===== src/fsk_front_end_params.svh =====
// constants of the powerline front end spi register and dac slave
`ifndef FSK_FRONT_END_PARAMS_SVH
`define FSK_FRONT_END_PARAMS_SVH

`define FE_ADDR_ENABLE 7'h00
`define FE_ADDR_RX_GAIN 7'h01
`define FE_ENABLE_RESET 8'h00
`define FE_RX_GAIN_RESET 8'h02
`define FE_EN_TX_BIT 0
`define FE_EN_PA_BIT 1
`define FE_FIRST_STAGE_RX_GAIN_LSB 0
`define FE_SECOND_STAGE_RX_GAIN_LSB 2
`define FE_DAC_WORD_BITS 5'h0a
`define FE_CMD_WORD_BITS 5'h10
`define FE_CMD_HEAD_BITS 5'h08
`define FE_DAC_WIDTH 10
`define FE_CMD_WIDTH 16

`endif


===== src/fsk_front_end_pkg.sv =====
// types shared by the front end slave
package fsk_front_end_pkg;

	typedef enum logic [1:0] {
		st_idle = 2'b00,
		st_shift = 2'b01,
		st_end = 2'b11
	} frame_state_e;

	typedef struct packed {
		logic dac_select;
		logic mosi;
		logic cs_n;
		logic sclk;
	} spi_pins_s;

	typedef struct packed {
		logic [1:0] second_stage;
		logic [1:0] first_stage;
	} rx_gain_code_s;

endpackage : fsk_front_end_pkg


===== src/fsk_front_end.sv =====
// front end spi slave: dac sample loading and receive gain register
//
// Contract
// - each sample is one spi word loaded into the internal dac.
// - receive amplifier gains are writable over the spi link.
// - first stage gain bits 1:0 select 0.25, 0.5, 1, 2 V/V.
// - second stage gain bits 3:2 select 1, 4, 16, 64 V/V.
// - gain field resets to first stage 10, second stage 00.
// - combined four-bit gain spans 0.25 V/V to 128 V/V.
`include "fsk_front_end_params.svh"
`timescale 1ns/1ps
module fsk_front_end (
	input wire logic clk,
	input wire logic rst_n,
	input wire logic sclk,
	input wire logic cs_n,
	input wire logic mosi,
	input wire logic dac_select,
	output logic miso,
	output logic miso_oe,
	output logic [`FE_DAC_WIDTH-1:0] dac_value,
	output logic dac_load,
	output logic dac_mode_active,
	output logic tx_enable,
	output logic power_amp_enable,
	output logic [1:0] first_stage_rx_gain,
	output logic [1:0] second_stage_rx_gain,
	output logic [3:0] combined_rx_gain_code,
	output logic [9:0] rx_gain_quarters
);
	fsk_front_end_pkg::spi_pins_s pins_s;
	fsk_front_end_pkg::frame_state_e state_q;
	fsk_front_end_pkg::rx_gain_code_s gain_code;
	logic sclk_prev_q;
	logic sclk_rise;
	logic sclk_fall;
	logic [`FE_CMD_WIDTH-1:0] shift_q;
	logic [4:0] bit_cnt_q;
	logic [7:0] tx_q;
	logic reading_q;
	logic [7:0] enable_q;
	logic [7:0] rx_gain_q;
	logic frame_write;
	logic [6:0] frame_addr;

	// gain times four is a single shift: stage1 1..8, stage2 1..64
	function automatic logic [9:0] gain_quarters(
		input fsk_front_end_pkg::rx_gain_code_s code
	);
		logic [3:0] sh;
		sh = {2'h0, code.first_stage} + {1'b0, code.second_stage, 1'b0};
		gain_quarters = 10'h001 << sh;
	endfunction : gain_quarters

	function automatic logic [7:0] reg_read(input logic [6:0] addr);
		reg_read = 8'h00;
		if (addr == `FE_ADDR_ENABLE) begin
			reg_read = enable_q;
		end else if (addr == `FE_ADDR_RX_GAIN) begin
			reg_read = rx_gain_q;
		end
	endfunction : reg_read

	// chip select resets to its idle high level, so no false frame opens
	pin_sync #(
		.WIDTH(4),
		.RESET_VAL(4'h2)
	) u_pin_sync (
		.clk(clk),
		.rst_n(rst_n),
		.async_in({dac_select, mosi, cs_n, sclk}),
		.sync_out(pins_s)
	);

	assign sclk_rise = pins_s.sclk & ~sclk_prev_q;
	assign sclk_fall = ~pins_s.sclk & sclk_prev_q;
	assign gain_code = rx_gain_q[3:0];
	assign frame_addr = shift_q[14:8];
	assign frame_write = (state_q == fsk_front_end_pkg::st_end)
		&& !pins_s.dac_select && (bit_cnt_q == `FE_CMD_WORD_BITS)
		&& !shift_q[`FE_CMD_WIDTH-1];

	always_ff @(posedge clk or negedge rst_n) begin
		if (!rst_n) begin
			sclk_prev_q <= 1'b0;
		end else begin
			sclk_prev_q <= pins_s.sclk;
		end
	end

	// frame sequencing: chip select low opens, its rise closes
	always_ff @(posedge clk or negedge rst_n) begin
		if (!rst_n) begin
			state_q <= fsk_front_end_pkg::st_idle;
		end else begin
			unique case (state_q)
				fsk_front_end_pkg::st_idle: begin
					if (!pins_s.cs_n) begin
						state_q <= fsk_front_end_pkg::st_shift;
					end
				end
				fsk_front_end_pkg::st_shift: begin
					if (pins_s.cs_n) begin
						state_q <= fsk_front_end_pkg::st_end;
					end
				end
				fsk_front_end_pkg::st_end: begin
					state_q <= fsk_front_end_pkg::st_idle;
				end
				default: begin
					state_q <= fsk_front_end_pkg::st_idle;
				end
			endcase
		end
	end

	// msb first, mosi taken on sclk rise; count saturates on long frames
	always_ff @(posedge clk or negedge rst_n) begin
		if (!rst_n) begin
			shift_q <= 16'h0000;
			bit_cnt_q <= 5'h00;
		end else if (state_q == fsk_front_end_pkg::st_idle) begin
			bit_cnt_q <= 5'h00;
		end else if (state_q == fsk_front_end_pkg::st_shift && sclk_rise) begin
			shift_q <= {shift_q[`FE_CMD_WIDTH-2:0], pins_s.mosi};
			if (bit_cnt_q != 5'h1f) begin
				bit_cnt_q <= bit_cnt_q + 5'h01;
			end
		end
	end

	// read data shifted out on sclk fall after the 8-bit header
	always_ff @(posedge clk or negedge rst_n) begin
		if (!rst_n) begin
			tx_q <= 8'h00;
			reading_q <= 1'b0;
			miso <= 1'b0;
			miso_oe <= 1'b0;
		end else if (state_q != fsk_front_end_pkg::st_shift || pins_s.cs_n
			|| pins_s.dac_select) begin
			reading_q <= 1'b0;
			miso <= 1'b0;
			miso_oe <= 1'b0;
		end else begin
			miso_oe <= 1'b1;
			if (sclk_rise && bit_cnt_q == `FE_CMD_HEAD_BITS - 5'h01) begin
				reading_q <= shift_q[6];
				tx_q <= reg_read({shift_q[5:0], pins_s.mosi});
			end else if (sclk_fall && reading_q) begin
				miso <= tx_q[7];
				tx_q <= {tx_q[6:0], 1'b0};
			end
		end
	end

	// a 10-bit frame in dac mode is one sample for the dac
	always_ff @(posedge clk or negedge rst_n) begin
		if (!rst_n) begin
			dac_value <= 10'h000;
			dac_load <= 1'b0;
		end else begin
			dac_load <= 1'b0;
			if (state_q == fsk_front_end_pkg::st_end && pins_s.dac_select
				&& bit_cnt_q == `FE_DAC_WORD_BITS) begin
				dac_value <= shift_q[`FE_DAC_WIDTH-1:0];
				dac_load <= 1'b1;
			end
		end
	end

	// write-only-on-whole-frame: a short or long frame changes nothing
	always_ff @(posedge clk or negedge rst_n) begin
		if (!rst_n) begin
			enable_q <= `FE_ENABLE_RESET;
			rx_gain_q <= `FE_RX_GAIN_RESET;
		end else if (frame_write) begin
			if (frame_addr == `FE_ADDR_ENABLE) begin
				enable_q <= shift_q[7:0];
			end else if (frame_addr == `FE_ADDR_RX_GAIN) begin
				rx_gain_q <= shift_q[7:0];
			end
		end
	end

	always_ff @(posedge clk or negedge rst_n) begin
		if (!rst_n) begin
			tx_enable <= 1'b0;
			power_amp_enable <= 1'b0;
			dac_mode_active <= 1'b0;
			first_stage_rx_gain <= 2'h2;
			second_stage_rx_gain <= 2'h0;
			combined_rx_gain_code <= 4'h2;
			rx_gain_quarters <= 10'h004;
		end else begin
			tx_enable <= enable_q[`FE_EN_TX_BIT];
			power_amp_enable <= enable_q[`FE_EN_PA_BIT];
			dac_mode_active <= enable_q[`FE_EN_TX_BIT]
				& enable_q[`FE_EN_PA_BIT] & pins_s.dac_select;
			first_stage_rx_gain <= gain_code.first_stage;
			second_stage_rx_gain <= gain_code.second_stage;
			combined_rx_gain_code <= rx_gain_q[3:0];
			rx_gain_quarters <= gain_quarters(gain_code);
		end
	end

	logic gain_written_q;
	always_ff @(posedge clk or negedge rst_n) begin
		if (!rst_n) begin
			gain_written_q <= 1'b0;
		end else if (frame_write && frame_addr == `FE_ADDR_RX_GAIN) begin
			gain_written_q <= 1'b1;
		end
	end

	chk_gain_default: assert property (@(posedge clk) disable iff (!rst_n)
		!gain_written_q |-> rx_gain_q[3:0] == 4'h2)
		else $error("gain field lost its reset value");
	chk_gain_write: assert property (@(posedge clk) disable iff (!rst_n)
		frame_write && frame_addr == `FE_ADDR_RX_GAIN
		|=> rx_gain_q == $past(shift_q[7:0]))
		else $error("gain write not stored");
	chk_first_stage: assert property (@(posedge clk) disable iff (!rst_n)
		$stable(rx_gain_q) |-> first_stage_rx_gain == rx_gain_q[1:0])
		else $error("first stage gain field wrong");
	chk_second_stage: assert property (@(posedge clk) disable iff (!rst_n)
		$stable(rx_gain_q) |-> second_stage_rx_gain == rx_gain_q[3:2])
		else $error("second stage gain field wrong");
	chk_gain_max: assert property (@(posedge clk) disable iff (!rst_n)
		rx_gain_q[3:0] == 4'hf ##1 rx_gain_q[3:0] == 4'hf
		|-> rx_gain_quarters == 10'h200)
		else $error("top gain code not 128 V/V");
	chk_gain_min: assert property (@(posedge clk) disable iff (!rst_n)
		rx_gain_q[3:0] == 4'h0 ##1 rx_gain_q[3:0] == 4'h0
		|-> rx_gain_quarters == 10'h001)
		else $error("zero gain code not 0.25 V/V");
	chk_dac_value: assert property (@(posedge clk) disable iff (!rst_n)
		dac_load |-> dac_value == $past(shift_q[9:0])
		&& $past(bit_cnt_q) == `FE_DAC_WORD_BITS)
		else $error("dac loaded with wrong word");
	chk_dac_pulse: assert property (@(posedge clk) disable iff (!rst_n)
		dac_load |=> !dac_load)
		else $error("dac load longer than one cycle");
	chk_miso_quiet: assert property (@(posedge clk) disable iff (!rst_n)
		pins_s.cs_n [*2] |-> !miso_oe)
		else $error("miso driven while deselected");

	cov_dac_load: cover property (@(posedge clk) disable iff (!rst_n)
		dac_load);
	cov_gain_write: cover property (@(posedge clk) disable iff (!rst_n)
		frame_write && frame_addr == `FE_ADDR_RX_GAIN);
	cov_reg_read: cover property (@(posedge clk) disable iff (!rst_n)
		reading_q && sclk_fall);
endmodule : fsk_front_end


===== src/pin_sync.sv =====
// two flip-flop synchroniser for a group of pin inputs
`timescale 1ns/1ps
module pin_sync #(
	parameter int WIDTH = 4,
	parameter logic [WIDTH-1:0] RESET_VAL = '0
) (
	input wire logic clk,
	input wire logic rst_n,
	input wire logic [WIDTH-1:0] async_in,
	output logic [WIDTH-1:0] sync_out
);
	logic [WIDTH-1:0] meta_q;

	always_ff @(posedge clk or negedge rst_n) begin
		if (!rst_n) begin
			meta_q <= RESET_VAL;
			sync_out <= RESET_VAL;
		end else begin
			meta_q <= async_in;
			sync_out <= meta_q;
		end
	end
endmodule : pin_sync


===== config.mk =====
export PLATFORM = sky130hd
export DESIGN_NAME = fsk_front_end
export DESIGN_NICKNAME = d
export VERILOG_FILES = /design/src/fsk_front_end_pkg.sv /design/src/fsk_front_end.sv /design/src/pin_sync.sv
export VERILOG_INCLUDE_DIRS = /design/src
export SDC_FILE = /design/constraint.sdc
export NUM_CORES = 1
export LEC_CHECK = 0
export ABC_CLOCK_PERIOD_IN_PS = 3100
export BUFFER_PORTS_ARGS = -buffer_cell sky130_fd_sc_hd__buf_2
export CORE_ASPECT_RATIO = 0.5
export CORE_UTILIZATION = 30
export CTS_CLUSTER_SIZE = 25
export DETAILED_ROUTE_END_ITERATION = 12
export SYNTH_ARGS = -nofsm -noshare
export SYNTH_HDL_FRONTEND = slang
export SYNTH_SLANG_ARGS = --single-unit
export TNS_END_PERCENT = 100

===== constraint.sdc =====
create_clock -name clk -period 3.1 [get_ports clk]
set_input_delay 0.465 -clock clk [delete_from_list [all_inputs] [get_ports clk]]
set_output_delay 0.465 -clock clk [all_outputs]
set_load 0.02 [all_outputs]

# Word-level counts from Yosys, hierarchy flattened
# Cells that the tools add are included.
[word_totals]
ff_bits = 91
latchBits = 0
mem_bits_rw = 0
mem_bits_ro = 0
input_bits = 6
out_inout_bits = 34
word_cells = 89
n_memories = 0
[classes]
add_sub_neg = 2
n_mul = 0
div = 0
magnitude_cmp = 0
eq_ne = 12
shift = 1
muxes = 17
n_bitwise = 9
reduce_logical = 27
[op_table]
columns = ["cell", "n"]
rows = [
  ["two-way mux 8 bit", 4],
  ["two-way mux 5 bit", 3],
  ["equality test 7 x 1 -> 1 bit, second input constant", 2],
  ["zero test 7 bit", 2],
  ["AND reduction 2 bit", 6],
  ["nonzero test 2 bit", 5],
  ["left shift 1 x 4 -> 10 bit, first input constant", 1],
  ["logical AND 1 bit", 8],
  ["two-way mux 1 bit", 7],
  ["adder 5 x 1 -> 5 bit, second input constant", 1],
  ["equality test 5 x 3 -> 1 bit, second input constant", 1],
  ["equality test 5 x 4 -> 1 bit, second input constant", 1],
  ["equality test 5 bit, second input constant", 1],
  ["!= test 5 bit, second input constant", 1],
  ["NOT 1 bit", 5],
  ["adder 2 x 3 -> 4 bit", 1],
  ["AND 1 bit", 4],
  ["two-way mux 2 bit", 2],
  ["!= test 2 x 1 -> 1 bit, second input constant", 2],
  ["!= test 2 bit, second input constant", 2],
  ["one-hot mux 2 bit (2 select lines)", 1],
  ["AND reduction 3 bit", 1],
  ["equality test 2 x 1 -> 1 bit, second input constant", 1],
  ["equality test 2 bit, second input constant", 1],
  ["other kinds (3)", 5],
]

# Depth between registers and ports, before layout
# Gate-level depths: netlist of the first run.
[depth]
depth_word = 6
depth_mapped = 7
depth_no_buf = 7

# Hierarchy
# Synthesis of the first run repeated with hierarchy kept, for this count alone.
[hier_totals]
cells_unflattened = 238
hier_area_um2 = 3413.3
[by_module_without_submodules]
columns = ["module", "n_inst", "cells_per_inst", "area_per_inst_um2", "seq_area_each_um2"]
rows = [
  ["fsk_front_end", 1, 230, 3210.6, 1980.6],
  ["pin_sync", 1, 8, 202.7, 202.7],
]

# Worst setup path after synthesis of the first run
# Ideal clock, no wire load.
[synth_path]
path_type = "reg2reg"
from = "reg bit_cnt_q[0]"
to = "reg rx_gain_q[0]"
setup_time_ns = 0.125
arrival_time_ns = 1.567
required_ns = 2.975
slack_ns = 1.408
stages_incl_launch_ff = 8
n_path_buf = 1
synth_period_minus_slack_ns = 1.692
path_cell_list = "dfrtp_1 > inv_1 > ha_1 > and4bb_2 > nand4_1 > or2_1 > buf_6 > mux2_4"
[synth_via]
elab_chain_cells = 4
[synth_lines]
columns = ["item", "line", "source"]
rows = [
  ["from (decl)", "fsk_front_end.sv:38", "logic [4:0] bit_cnt_q;"],
  ["from (signal assigned)", "fsk_front_end.sv:127", "bit_cnt_q <= bit_cnt_q + 5'h01;"],
  ["equality test 5 bit (no line)", "-", ""],
  ["logical AND 1 bit (2 in a row)", "fsk_front_end.sv:79", "assign frame_write = (state_q == fsk_front_end_pkg::st_end)"],
  ["AND reduction 3 bit (no line)", "-", ""],
  ["to (signal assigned)", "fsk_front_end.sv:175", "rx_gain_q <= `FE_RX_GAIN_RESET;"],
  ["to (signal assigned)", "fsk_front_end.sv:180", "rx_gain_q <= shift_q[7:0];"],
  ["to (decl)", "fsk_front_end.sv:42", "logic [7:0] rx_gain_q;"],
]
# No other way between the ends.
# A chain may end at the register's enable or synchronous reset.

# Final worst setup path of the first run
[layout_path]
from = "reg bit_cnt_q[0]"
to = "reg rx_gain_q[3]"
# Same word-level chain as after synthesis.

==> reports/metrics.yaml, run 1 <==
clocking:
  cts_made_buffers: 9
  ctsResizeCount: 0
  cts_sinks: 87
  clock_latency_ns: 0.33
  cts_root_buffer: "clkbuf_16"
  h-tree-depth: 3
  clockBufferDepth: 2
  postCtsSetupRepairBufs: 0
  cts_hold_buf: 0
  cts_tree: "done"
  clkSlewWorstSetupHoldPaths_ns: 0.06
global_route:
  gr-total-overflow: 0
  use_met1_pct: 13.46
  antenna_found_initial: 0
  grt_pass1_vias: 1965
  grt_util_all_layers_pct: 10.80
  grtUsageMet3_pct: 3.631
  top_usage_layer: "met2"
  grt_start_max_net_pins: 88
  met2_usage_pct: 17.73
  grt_pass1_wl_mm: 10.03
critical_path:
  cp_data_required_time_ns: 3.32
  path_depth: 6
  critical_path_class: "reg2reg"
  cp_slowest_cell: "or2_1"
  regToRegSetupSlack_ns: 1.18
  cp-end-kind: "flop"
  critPathArrivalTime_ns: 2.14
  cp_max_fo: 8
  cp_top_family: "simple AND/OR/NAND/NOR gates"
  cp_cell_sequence: "inv_1, ha_1, and4bb_2, nand4_1, or2_1, mux2_4"
  reg2regPathDepth: 6
  slowest_delay_ns: 0.43
  start_kind: "flop"
  path_buf_inv: 1
timing:
  rsz0062_at_grt: "false"
  setup_slack_ns: 1.176
  min_period_over_period_pct: 62.07
  hold_violations: 0
  setup_tns_ns: 0
  finalClockSkew_ns: 0.005838
  slew_headroom_pct: 30.61
  holdWs_ns: 0.2268
  tightest_slew_ns: 1.041
  min_period_ns: 1.924
  finalSetupViolCount: 0
  drv_slew: 0
  clock.fmax_ghz: 0.5197
die:
  core.rowCount: 27
  ioPinCount: 40
  fp.dieW_um: 153.7
  fp.dieArea_um2: 11970
  die_y_um: 77.87
  start_util_pct: 31.07
  core_area_um2: 11110
drt:
  firstDrtPassIters: 4
  drt.antenna.violating_nets: 0
  vias_per_cell: 4.557
  drt-wirelength-per-cell_um: 14.14
  routed_wl_mm: 5.996
  drt_iter0_drc: 135
  dr_total_vias: 1932
  drc: 0
outcome:
  status: "finished clean"
logic_synthesis:
  synth.avg_cell_area_um2: 14.76
  synth_edf_count: 0
  ys_seq_area_share_pct: 63.22
  synth.distinct_cells: 41
  yosys_warnings: 0
  synthTopCellsByArea: "dfrtp_1 59%, mux2_2 13%, dfstp_2 3.8%"
  synth-async-reset-ratio_pct: 100.0
  synth_area_um2: 3453
  netlist.area_leader.share_pct: 59.42
  ys.flop_type: "dfrtp_1"
  synth_top_area_cell: "dfrtp_1"
  ys_ff_latch: 87
  synthesis.instances: 234
  synth_nets: 246
cells_and_area:
  n_antenna_cell: 0
  fillers: 1074
  layout_commonest_cell: "dfrtp_1"
  drive_gt1_share_pct: 42.65
  mostFrequentLayoutCells: "82 x dfrtp_1, 41 x mux2_2, 38 x buf_2"
  area_growth_pct: 18.12
  layoutNonFillerInstCount: 424
  layout.nets: 286
placed_design:
  place_congestion: 0.7502
  dp_hpwl_mm: 4.046
  dp_cells: 408
  place_ws_ns: 1.207
  port_buffers: 39
run:
  cap_violations: 0
power:
  powerDensity_nw_per_um2: 643.4
  p_leak_nw: 2.082
  ir_drop_mv: 0.2339
hold_path:
  hold_depth: 1
  min_path_type: "in2reg"
-- report_power, final --
part	switching [mW]	leakage, nW	total, mW	internal (mW)
clock	0.438	0.156	1.11	0.675
combinational	0.0803	0.767	0.168	0.0875
sequential	0.126	1.16	1.34	1.22
total	0.644	2.08	2.62	1.98
-- synthesized netlist by cell type, types with 3 or more instances --
cell type and count:
a21oi_1 3, mux2_4 8, mux2i_1 3, dfrtp_1 82, buf_4 4, and3_1 4, nor2_1 13, dfstp_2 5
buf_2 3, ha_1 6, and2_1 8, mux2_2 41, nand2b_1 4, a221o_1 7, inv_1 6, nor3_1 7
-- final timing paths --
path / startpoint / end
worst max-delay path: bit_cnt_q[0] / rx_gain_q[3]
worst min-delay path: cs_n / u_pin_sync.meta_q[1]
worst max register to register: bit_cnt_q[0] / rx_gain_q[3]
worst min register to register: u_pin_sync.meta_q[0] / u_pin_sync.sync_out[0]
max in group asynchronous: rst_n / enable_q[1]
min in group asynchronous: rst_n / tx_q[3]
-- through the flow --
step	util (%)	area (um^2)	total power, mW
3_5_place_dp	33.84	3761	1.535
6_report	36.70	4079	2.624
3_3_place_gp	33.84	3761	1.520
5_1_grt	36.70	4079	2.737
4_1_cts	36.70	4079	2.654
2_1_floorplan	-	3453	1.433
-- sequential cells by signal, summed over array words and instances (netlist names), 2 cells and up --
name and count:
enable_q 8, tx_q 8, rx_gain_quarters 10, rx_gain_q 8
combined_rx_gain_code 4, u_pin_sync.sync_out 4, dac_value 10, shift_q 16
state_q 2, u_pin_sync.meta_q 4, bit_cnt_q 5
-- cell families (layout without fill, tap and decap cells) --
group           after synthesis  count (layout)  share of synthesized area [%]
buf+inv                      17              62                          2.862
mux                          52              52                          17.72
compound gates               13              13                          3.370
flops                        87              87                          63.22
xor+xnor                      3               3                         0.7610
simple gates                 56              56                          9.892
fa+ha+maj                     6               6                          2.174
-- worst reg2reg max path, delay by kind of cell (launching register included) --
family	cells	cell delay (ns)
simple gates	3	0.77
flops	1	0.41
mux	1	0.35
fa+ha+maj	1	0.20
buf+inv	1	0.09
-- metal layers --
metal / up-vias / part of all wire, %
met5: - / 0
met4: 0 / 1.1
met3: 8 / 3.8
met2: 32 / 49
met1: 982 / 46
li1: 910 / -
-- final cells by class --
class / count / area (um^2) / area share [%]
Multi-Input combinational cell: 130 / 1171 / 28.71
Clock inverter: 5 / 65.06 / 1.595
Sequential cell: 87 / 2183 / 53.53
Timing Repair Buffer: 39 / 197.7 / 4.847
Tap cell: 145 / 181.4 / 4.448
Inverter: 7 / 27.53 / 0.6748
Clock buffer: 11 / 252.7 / 6.196
Note: power is estimated with default switching activity, not from simulation.
==> run 2: changes to the inputs <==
--- a/config.mk
+++ b/config.mk
@@ -6,7 +6,8 @@
 export SDC_FILE = /design/constraint.sdc
 export NUM_CORES = 1
 export LEC_CHECK = 0
-export ABC_CLOCK_PERIOD_IN_PS = 3100
+export ABC_AREA = 1
+export ABC_CLOCK_PERIOD_IN_PS = 1800
 export BUFFER_PORTS_ARGS = -buffer_cell sky130_fd_sc_hd__buf_2
 export CORE_ASPECT_RATIO = 0.5
 export CORE_UTILIZATION = 30
==> constraint.sdc (replaced) <==
create_clock -name clk -period 1.8 [get_ports clk]
set_input_delay 0.27 -clock clk [delete_from_list [all_inputs] [get_ports clk]]
set_output_delay 0.27 -clock clk [all_outputs]
set_load 0.02 [all_outputs]
==> run 2 against run 1 <==
Final area up 5.5%. Register-to-register slack lost 0.93 ns. Sequential power increased by 68%. Core utilization is 0.36 points lower. Largest cell class unchanged.
==> reports/metrics.yaml, run 2 <==
outcome:
  status: "finished clean"
logic_synthesis:
  netlist.area_leader.share_pct: 56.20
  synth.avg_cell_area_um2: 9.684
  synth-compound-area-share_pct: 7.916
  synthesis.instances: 377
  synthMuxAreaShare_pct: 0
  synth_top_cells_by_count: "91 x nand2_1, 82 x dfrtp_1, 34 x o21ai_1"
  synth_xor_area_share_pct: 0
  synth_top_area_cell: "dfrtp_1"
  synthAdderAreaFrac_pct: 2.056
  yosys_warnings: 0
  synthMostInstantiatedCell: "nand2_1"
  synth.distinct_cells: 27
  synth_top_family_by_area: "simple AND/OR/NAND/NOR gates"
  ys_ff_latch: 87
  synth_simple_gate_area_share_pct: 23.54
  synth_edf_count: 0
  synthTopCellsByArea: "dfrtp_1 56%, nand2_1 9.4%, o21ai_1 4.7%"
  ys.flop_type: "dfrtp_1"
  ys_seq_area_share_pct: 59.80
  synth_nets: 389
  synth_area_um2: 3651
  synth-async-reset-ratio_pct: 100.0
timing:
  min_period_ns: 1.557
  clock.fmax_ghz: 0.6422
  setup_tns_ns: 0
  tightest_slew_ns: 0.5775
  holdWs_ns: 0.03325
  min_period_over_period_pct: 86.50
  finalClockSkew_ns: 0.007500
  finalSetupViolCount: 0
  slew_headroom_pct: 61.37
  drv_slew: 0
  rsz0062_at_grt: "false"
  setup_slack_ns: 0.2430
  hold_violations: 0
global_route:
  antenna_found_initial: 0
  grt_util_all_layers_pct: 12.87
  grt_pass1_vias: 2359
  grt_start_max_net_pins: 39
  grt_pass1_wl_mm: 12.24
  gr-total-overflow: 0
cells_and_area:
  largest_reg_flops: 16
  layout.nets: 432
  mostFrequentLayoutCells: "91 x nand2_1, 82 x dfrtp_1, 38 x buf_2"
  largestRegisters: "shift_q (16), dac_value (10), rx_gain_quarters (10)"
  layout_commonest_cell: "nand2_1"
  area_growth_pct: 17.85
  layoutNonFillerInstCount: 590
  drive_gt1_share_pct: 23.06
  n_antenna_cell: 0
  regMostFlops: "shift_q"
clocking:
  cts_sinks: 87
  ctsResizeCount: 0
  clock_latency_ns: 0.33
  clkSlewWorstSetupHoldPaths_ns: 0.06
  cts_root_buffer: "clkbuf_16"
  cts_tree: "done"
  cts_made_buffers: 9
  h-tree-depth: 3
  clockBufferDepth: 2
drt:
  dr_total_vias: 2525
  drt-wirelength-per-cell_um: 12.51
  drt.antenna.violating_nets: 0
  firstDrtPassIters: 4
  drt_iter0_drc: 239
  drc: 0
  vias_per_cell: 4.280
  routed_wl_mm: 7.383
critical_path:
  cp_data_required_time_ns: 2.03
  regToRegSetupSlack_ns: 0.24
  cp_cell_sequence: "ha_1, nand2_1, nor2_1, ha_1, inv_1, nand3_2, nand2_2, nand3_1, o21ai_0"
  path_common_cell: "ha_1"
  cp_max_fo: 7
  startpoint: "bit_cnt_q[0]"
  cp_slowest_cell: "dfrtp_1"
  slowest_delay_ns: 0.40
  start_kind: "flop"
  reg2reg_from: "bit_cnt_q[0]"
  critical_path_class: "reg2reg"
  cp-end-kind: "flop"
  cp-endpoint: "bit_cnt_q[4]"
  critPathArrivalTime_ns: 1.79
  reg2regPathDepth: 9
  timing.rr.end: "bit_cnt_q[4]"
hold_path:
  min_path_type: "in2reg"
placed_design:
  port_buffers: 39
  place_ws_ns: 0.2690
  dp_hpwl_mm: 5.216
  dp_cells: 573
  place_congestion: 0.8356
die:
  fp.dieArea_um2: 12640
  die_y_um: 80.01
  fp.dieW_um: 158.0
  core.rowCount: 28
  start_util_pct: 30.83
  ioPinCount: 40
  core_area_um2: 11840
power:
  p_leak_nw: 2.079
  powerDensity_nw_per_um2: 1112
  ir_drop_mv: 0.5015
run:
  cap_violations: 0
[run 2: cell types whose count changed after synthesis, moves of 9 or more]
cell	previous run	this run
o21ai_2	0	9
mux2_2	41	0
nor2_1	13	23
nand2_1	2	91
nand4_1	1	11
inv_1	6	31
nand3_1	2	32
o21ai_1	0	34
[run 2: cell type report]
| class | instances | area, um^2 |
|---|---|---|
| multi-input combinational | 238 | 1224 |
| tap | 165 | 206.4 |
| inverter | 39 | 146.4 |
| clock buffer | 13 | 260.3 |
| clock inverter | 3 | 25.02 |
| timing repair buffer | 45 | 257.7 |
| sequential | 87 | 2183 |
| fill | 1225 | 7538 |
[run 2: cell families after synthesis]
group / count (synthesis)
AND/OR/NAND/NOR: 181
AO/OA/AOI/OAI: 51
buffers and inverters: 52
flip-flops: 87
adder cells (fa/ha/maj): 6
[run 2: worst min-delay path by stage]
stage / from / end / slack, ns / depth (start not counted)
finish: cs_n / u_pin_sync.meta_q[1] / 0.03 / 1
global route: cs_n / u_pin_sync.meta_q[1] / 0.02 / 1
CTS: cs_n / u_pin_sync.meta_q[1] / 0.02 / 1
detailed placement: rst_n / rx_gain_quarters[8] / 0.23 / 1
global placement: rst_n / rx_gain_q[3] / 0.23 / 1
floorplan: rst_n / bit_cnt_q[0] / -0.03 / 0
[run 2: repair_timing]
action,in CTS,in global routing
hold buffers,1,0
setup endpoints to repair,0,0
endpoints found under the hold margin,24,0
setup buffers,0,0
[run 2: routing by layer]
metal	vias up	GRT usage [%]	part of all wire [%]
li1	1303	-	-
met4	0	4.904	0.61
met5	-	0	0
met1	1179	19.28	55
met3	2	3.692	3.9
met2	41	17.00	41
[run 2: power by group]
group	switching, mW	leakage [nW]	total, mW	internal, mW
Sequential	0.143	1.16	2.25	2.11
Clock	0.740	0.136	1.76	1.02
Combinational	0.575	0.780	0.776	0.201
Total	1.46	2.08	4.78	3.33
[run 2: critical path: cells and delay by family (launching register included)]
family / cells / cell delay (ns)
and+or+nand+nor: 5 / 0.47
adders and majority gates: 2 / 0.42
DFF: 1 / 0.40
AOI/OAI and AO/OA: 1 / 0.11
buffers and inverters: 1 / 0.06
[run 2: through the flow]
| stage | power [mW] | utilization (%) | area, um^2 |
|---|---|---|---|
| finish | 4.783 | 36.34 | 4303 |
| global route | 5.046 | 36.34 | 4303 |
| CTS | 4.839 | 36.34 | 4303 |
| detailed placement | 3.056 | 33.84 | 4008 |
| global placement | 3.042 | 33.84 | 4008 |
| floorplan | 2.861 | - | 3651 |
==> run 3: changes to the inputs <==
--- a/config.mk
+++ b/config.mk
@@ -15,5 +15,6 @@
 export DETAILED_ROUTE_END_ITERATION = 12
 export SYNTH_ARGS = -nofsm -noshare
 export SYNTH_HDL_FRONTEND = slang
+export SYNTH_HIERARCHICAL = 1
 export SYNTH_SLANG_ARGS = --single-unit
 export TNS_END_PERCENT = 100
==> run 3 against run 2 <==
The run now ends with design-rule violations left. Area after synthesis rose by 0.27%. Synthesized cell count rose by 5.6%. Combinational power fell by 4.4%. Final area rose by 2.8%. First-iteration DRC count fell by 21%. Clock power rose by 9.7%. Final cell count rose by 5.1%. Die area rose by 0.27%. Critical path depth fell by 2. Routed wire length rose by 1.5%. Critical endpoint is now rx_gain_q[6]. Largest cell class unchanged. Highest routed layer unchanged.
==> reports/metrics.yaml, run 3 <==
outcome:
  status: "finished with violations"
  violations: "design-rule violations"
clocking:
  h-tree-depth: 3
  cts_root_buffer: "clkbuf_16"
  ctsResizeCount: 0
  cts_sinks: 87
  clock_latency_ns: 0.34
  cts_made_buffers: 9
  cts_tree: "done"
  postCtsSetupRepairBufs: 0
  clkSlewWorstSetupHoldPaths_ns: 0.07
  clockBufferDepth: 2
critical_path:
  cp_max_fo: 11
  cp-end-kind: "flop"
  critPathArrivalTime_ns: 1.86
  path_buf_inv: 1
  path_common_cell: "nand2_1"
  cp_top_family: "simple AND/OR/NAND/NOR gates"
  critical_path_class: "reg2reg"
  start_kind: "flop"
  cp_data_required_time_ns: 2.04
  cp_slowest_cell: "dfrtp_1"
  cp_cell_sequence: "inv_1, ha_1, nand4_1, nor2_4, nand3_2, nand2_1, nand2_1"
  slowest_delay_ns: 0.40
power:
  pwr-share-seq_pct: 44.9
  power.share.clock_pct: 39.8
  p_leak_nw: 2.322
  pwr-share-comb_pct: 15.3
  p_int_mw: 3.459
  swShare_pct: 28.77
  ir_drop_mv: 0.4815
  switching_power_mw: 1.397
  powerDensity_nw_per_um2: 1097
drt:
  drc: 1
  routed_wl_mm: 7.491
  drt-wirelength-per-cell_um: 12.08
  vias_per_cell: 4.329
  drt_iter0_drc: 188
  drt.antenna.violating_nets: 0
  dr_total_vias: 2684
  firstDrtPassIters: 8
logic_synthesis:
  synth-async-reset-ratio_pct: 100.0
  ys_seq_area_share_pct: 59.64
  synth_top_family_by_area: "simple AND/OR/NAND/NOR gates"
  synthMuxAreaShare_pct: 0
  synth-compound-area-share_pct: 5.332
  synth_edf_count: 0
  synth_area_um2: 3661
  synth_top_cells_by_count: "101 x nand2_1, 82 x dfrtp_1, 50 x inv_1, 50 x nand3_1, 23 x o21ai_0"
  synthMostInstantiatedCell: "nand2_1"
  synth_top_area_cell: "dfrtp_1"
  synthTopCellsByArea: "dfrtp_1 56%, nand2_1 10%, nand3_1 6.8%"
  synth_simple_gate_area_share_pct: 25.05
  ys_ff_latch: 87
  synthesis.instances: 398
  ys.flop_type: "dfrtp_1"
  yosys_warnings: 6
  synth.avg_cell_area_um2: 9.199
  synth_xor_area_share_pct: 0
  netlist.area_leader.share_pct: 56.05
  synth_nets: 410
  synth.distinct_cells: 25
  synthAdderAreaFrac_pct: 2.051
cells_and_area:
  mostFrequentLayoutCells: "101 x nand2_1, 82 x dfrtp_1, 50 x inv_1, 50 x nand3_1, 38 x buf_2"
  area_growth_pct: 20.88
  n_antenna_cell: 0
  fin_area_um2: 4425
  layout_commonest_cell: "nand2_1"
  layout.nets: 462
  regMostFlops: "shift_q"
  fillers: 1219
  largestRegisters: "shift_q (16), dac_value (10), rx_gain_quarters (10)"
  drive_gt1_share_pct: 19.56
  largest_reg_flops: 16
global_route:
  grt_start_max_net_pins: 39
  grt_pass1_vias: 2492
  gr-total-overflow: 0
  grt_util_all_layers_pct: 13.38
  grt_pass1_wl_mm: 12.75
  antenna_found_initial: 0
timing:
  slew_headroom_pct: 71.16
  clock.fmax_ghz: 0.6174
  tightest_slew_ns: 0.4326
  finalClockSkew_ns: 0.01155
  setup_tns_ns: 0
  hold_violations: 0
  min_period_ns: 1.620
  drv_slew: 0
  rsz0062_at_grt: "false"
  finalSetupViolCount: 0
  min_period_over_period_pct: 89.98
placed_design:
  port_buffers: 39
  dp_hpwl_mm: 5.396
  place_area_um2: 4099
  place_congestion: 0.7738
hold_path:
  min_path_type: "in2reg"
die:
  core_area_um2: 11840
  die_y_um: 80.12
  ioPinCount: 40
  fp.dieW_um: 158.2
  fp.dieArea_um2: 12680
  core.rowCount: 28
  start_util_pct: 30.92
run:
  cap_violations: 0
run 3: changes by cell type after synthesis, sizes merged:
cell,before,now
a21oi,2,4
buf,12,11
clkbuf,1,3
inv,39,53
nand2,97,104
nand3,35,51
nand3b,1,2
nand4,11,9
nor2,31,24
nor3,5,8
o21ai,49,35
run 3: worst paths after layout:
kind / to / cells after the start / slack [ns] / from
max in group asynchronous: u_pin_sync/sync_out[1] / 3 / 0.73 / rst_n
hold / removal: u_pin_sync/meta_q[1] / 1 / 0.03 / cs_n
min in group asynchronous: enable_q[3] / 2 / 0.42 / rst_n
hold reg to reg: u_pin_sync/sync_out[2] / 0 / 0.34 / u_pin_sync/meta_q[2]
setup reg to reg: rx_gain_q[6] / 7 / 0.18 / bit_cnt_q[0]
setup / recovery: rx_gain_q[6] / 7 / 0.18 / bit_cnt_q[0]
run 3: cells by family after synthesis:
| group | Yosys count |
|---|---|
| and+or+nand+nor | 199 |
| AOI/OAI and AO/OA | 39 |
| adders and majority gates | 6 |
| DFF | 87 |
| buffers and inverters | 67 |
run 3: worst reg2reg max path, stage by stage (launching register included):
cell     delay [ns]
dfrtp_1        0.40
inv_1          0.12
ha_1           0.16
nand4_1        0.15
nor2_4         0.31
nand3_2        0.22
nand2_1        0.12
nand2_1        0.05
run 3: repair_timing:
item / CTS / global route
hold buffers: 1 / 0
hold endpoints to repair: 29 / 0
endpoints found under the setup margin: 0 / 0
run 3: final cells by class:
type                            instances  area, um^2  area share [%]
Clock buffer                           11       252.7           5.711
Clock inverter                          5       63.81           1.442
Inverter                               53       198.9           4.495
Multi-Input combinational cell        244        1187           26.83
Sequential cell                        87        2183           49.34
Tap cell                              165       206.4           4.665
Timing Repair Buffer                   55       332.8           7.521
run 3: metal layers:
layer	wire length, um	up-vias	global-route usage [%]
met5	0	-	0
met4	63	0	4.615
met3	401	8	4.101
met2	2957	59	18.42
met1	4070	1244	19.48
li1	-	1373	-
run 3: metrics by stage:
step	setup WS, ns	utilization, %	total power [mW]	hold WS [ns]	cells
floorplan	0.3622	-	2.695	-0.02559	398
global placement	0.2374	34.62	2.954	0.2464	603
CTS	0.1697	37.37	4.923	0.01492	620
global route	0.005878	37.37	5.127	0.01056	620
finish	0.1804	37.37	4.856	0.02525	620
detailed placement	0.1924	34.62	2.965	0.2498	603
run 3: power by group through the flow:
stage | Sequential, mW | Combinational (mW) | Clock (mW)
3_3_place_gp | 2.21 | 0.740 | 0
4_1_cts | 2.18 | 0.752 | 1.99
5_1_grt | 2.20 | 0.850 | 2.08
3_5_place_dp | 2.22 | 0.744 | 0
6_report | 2.18 | 0.742 | 1.93
2_1_floorplan | 2.20 | 0.500 | 0
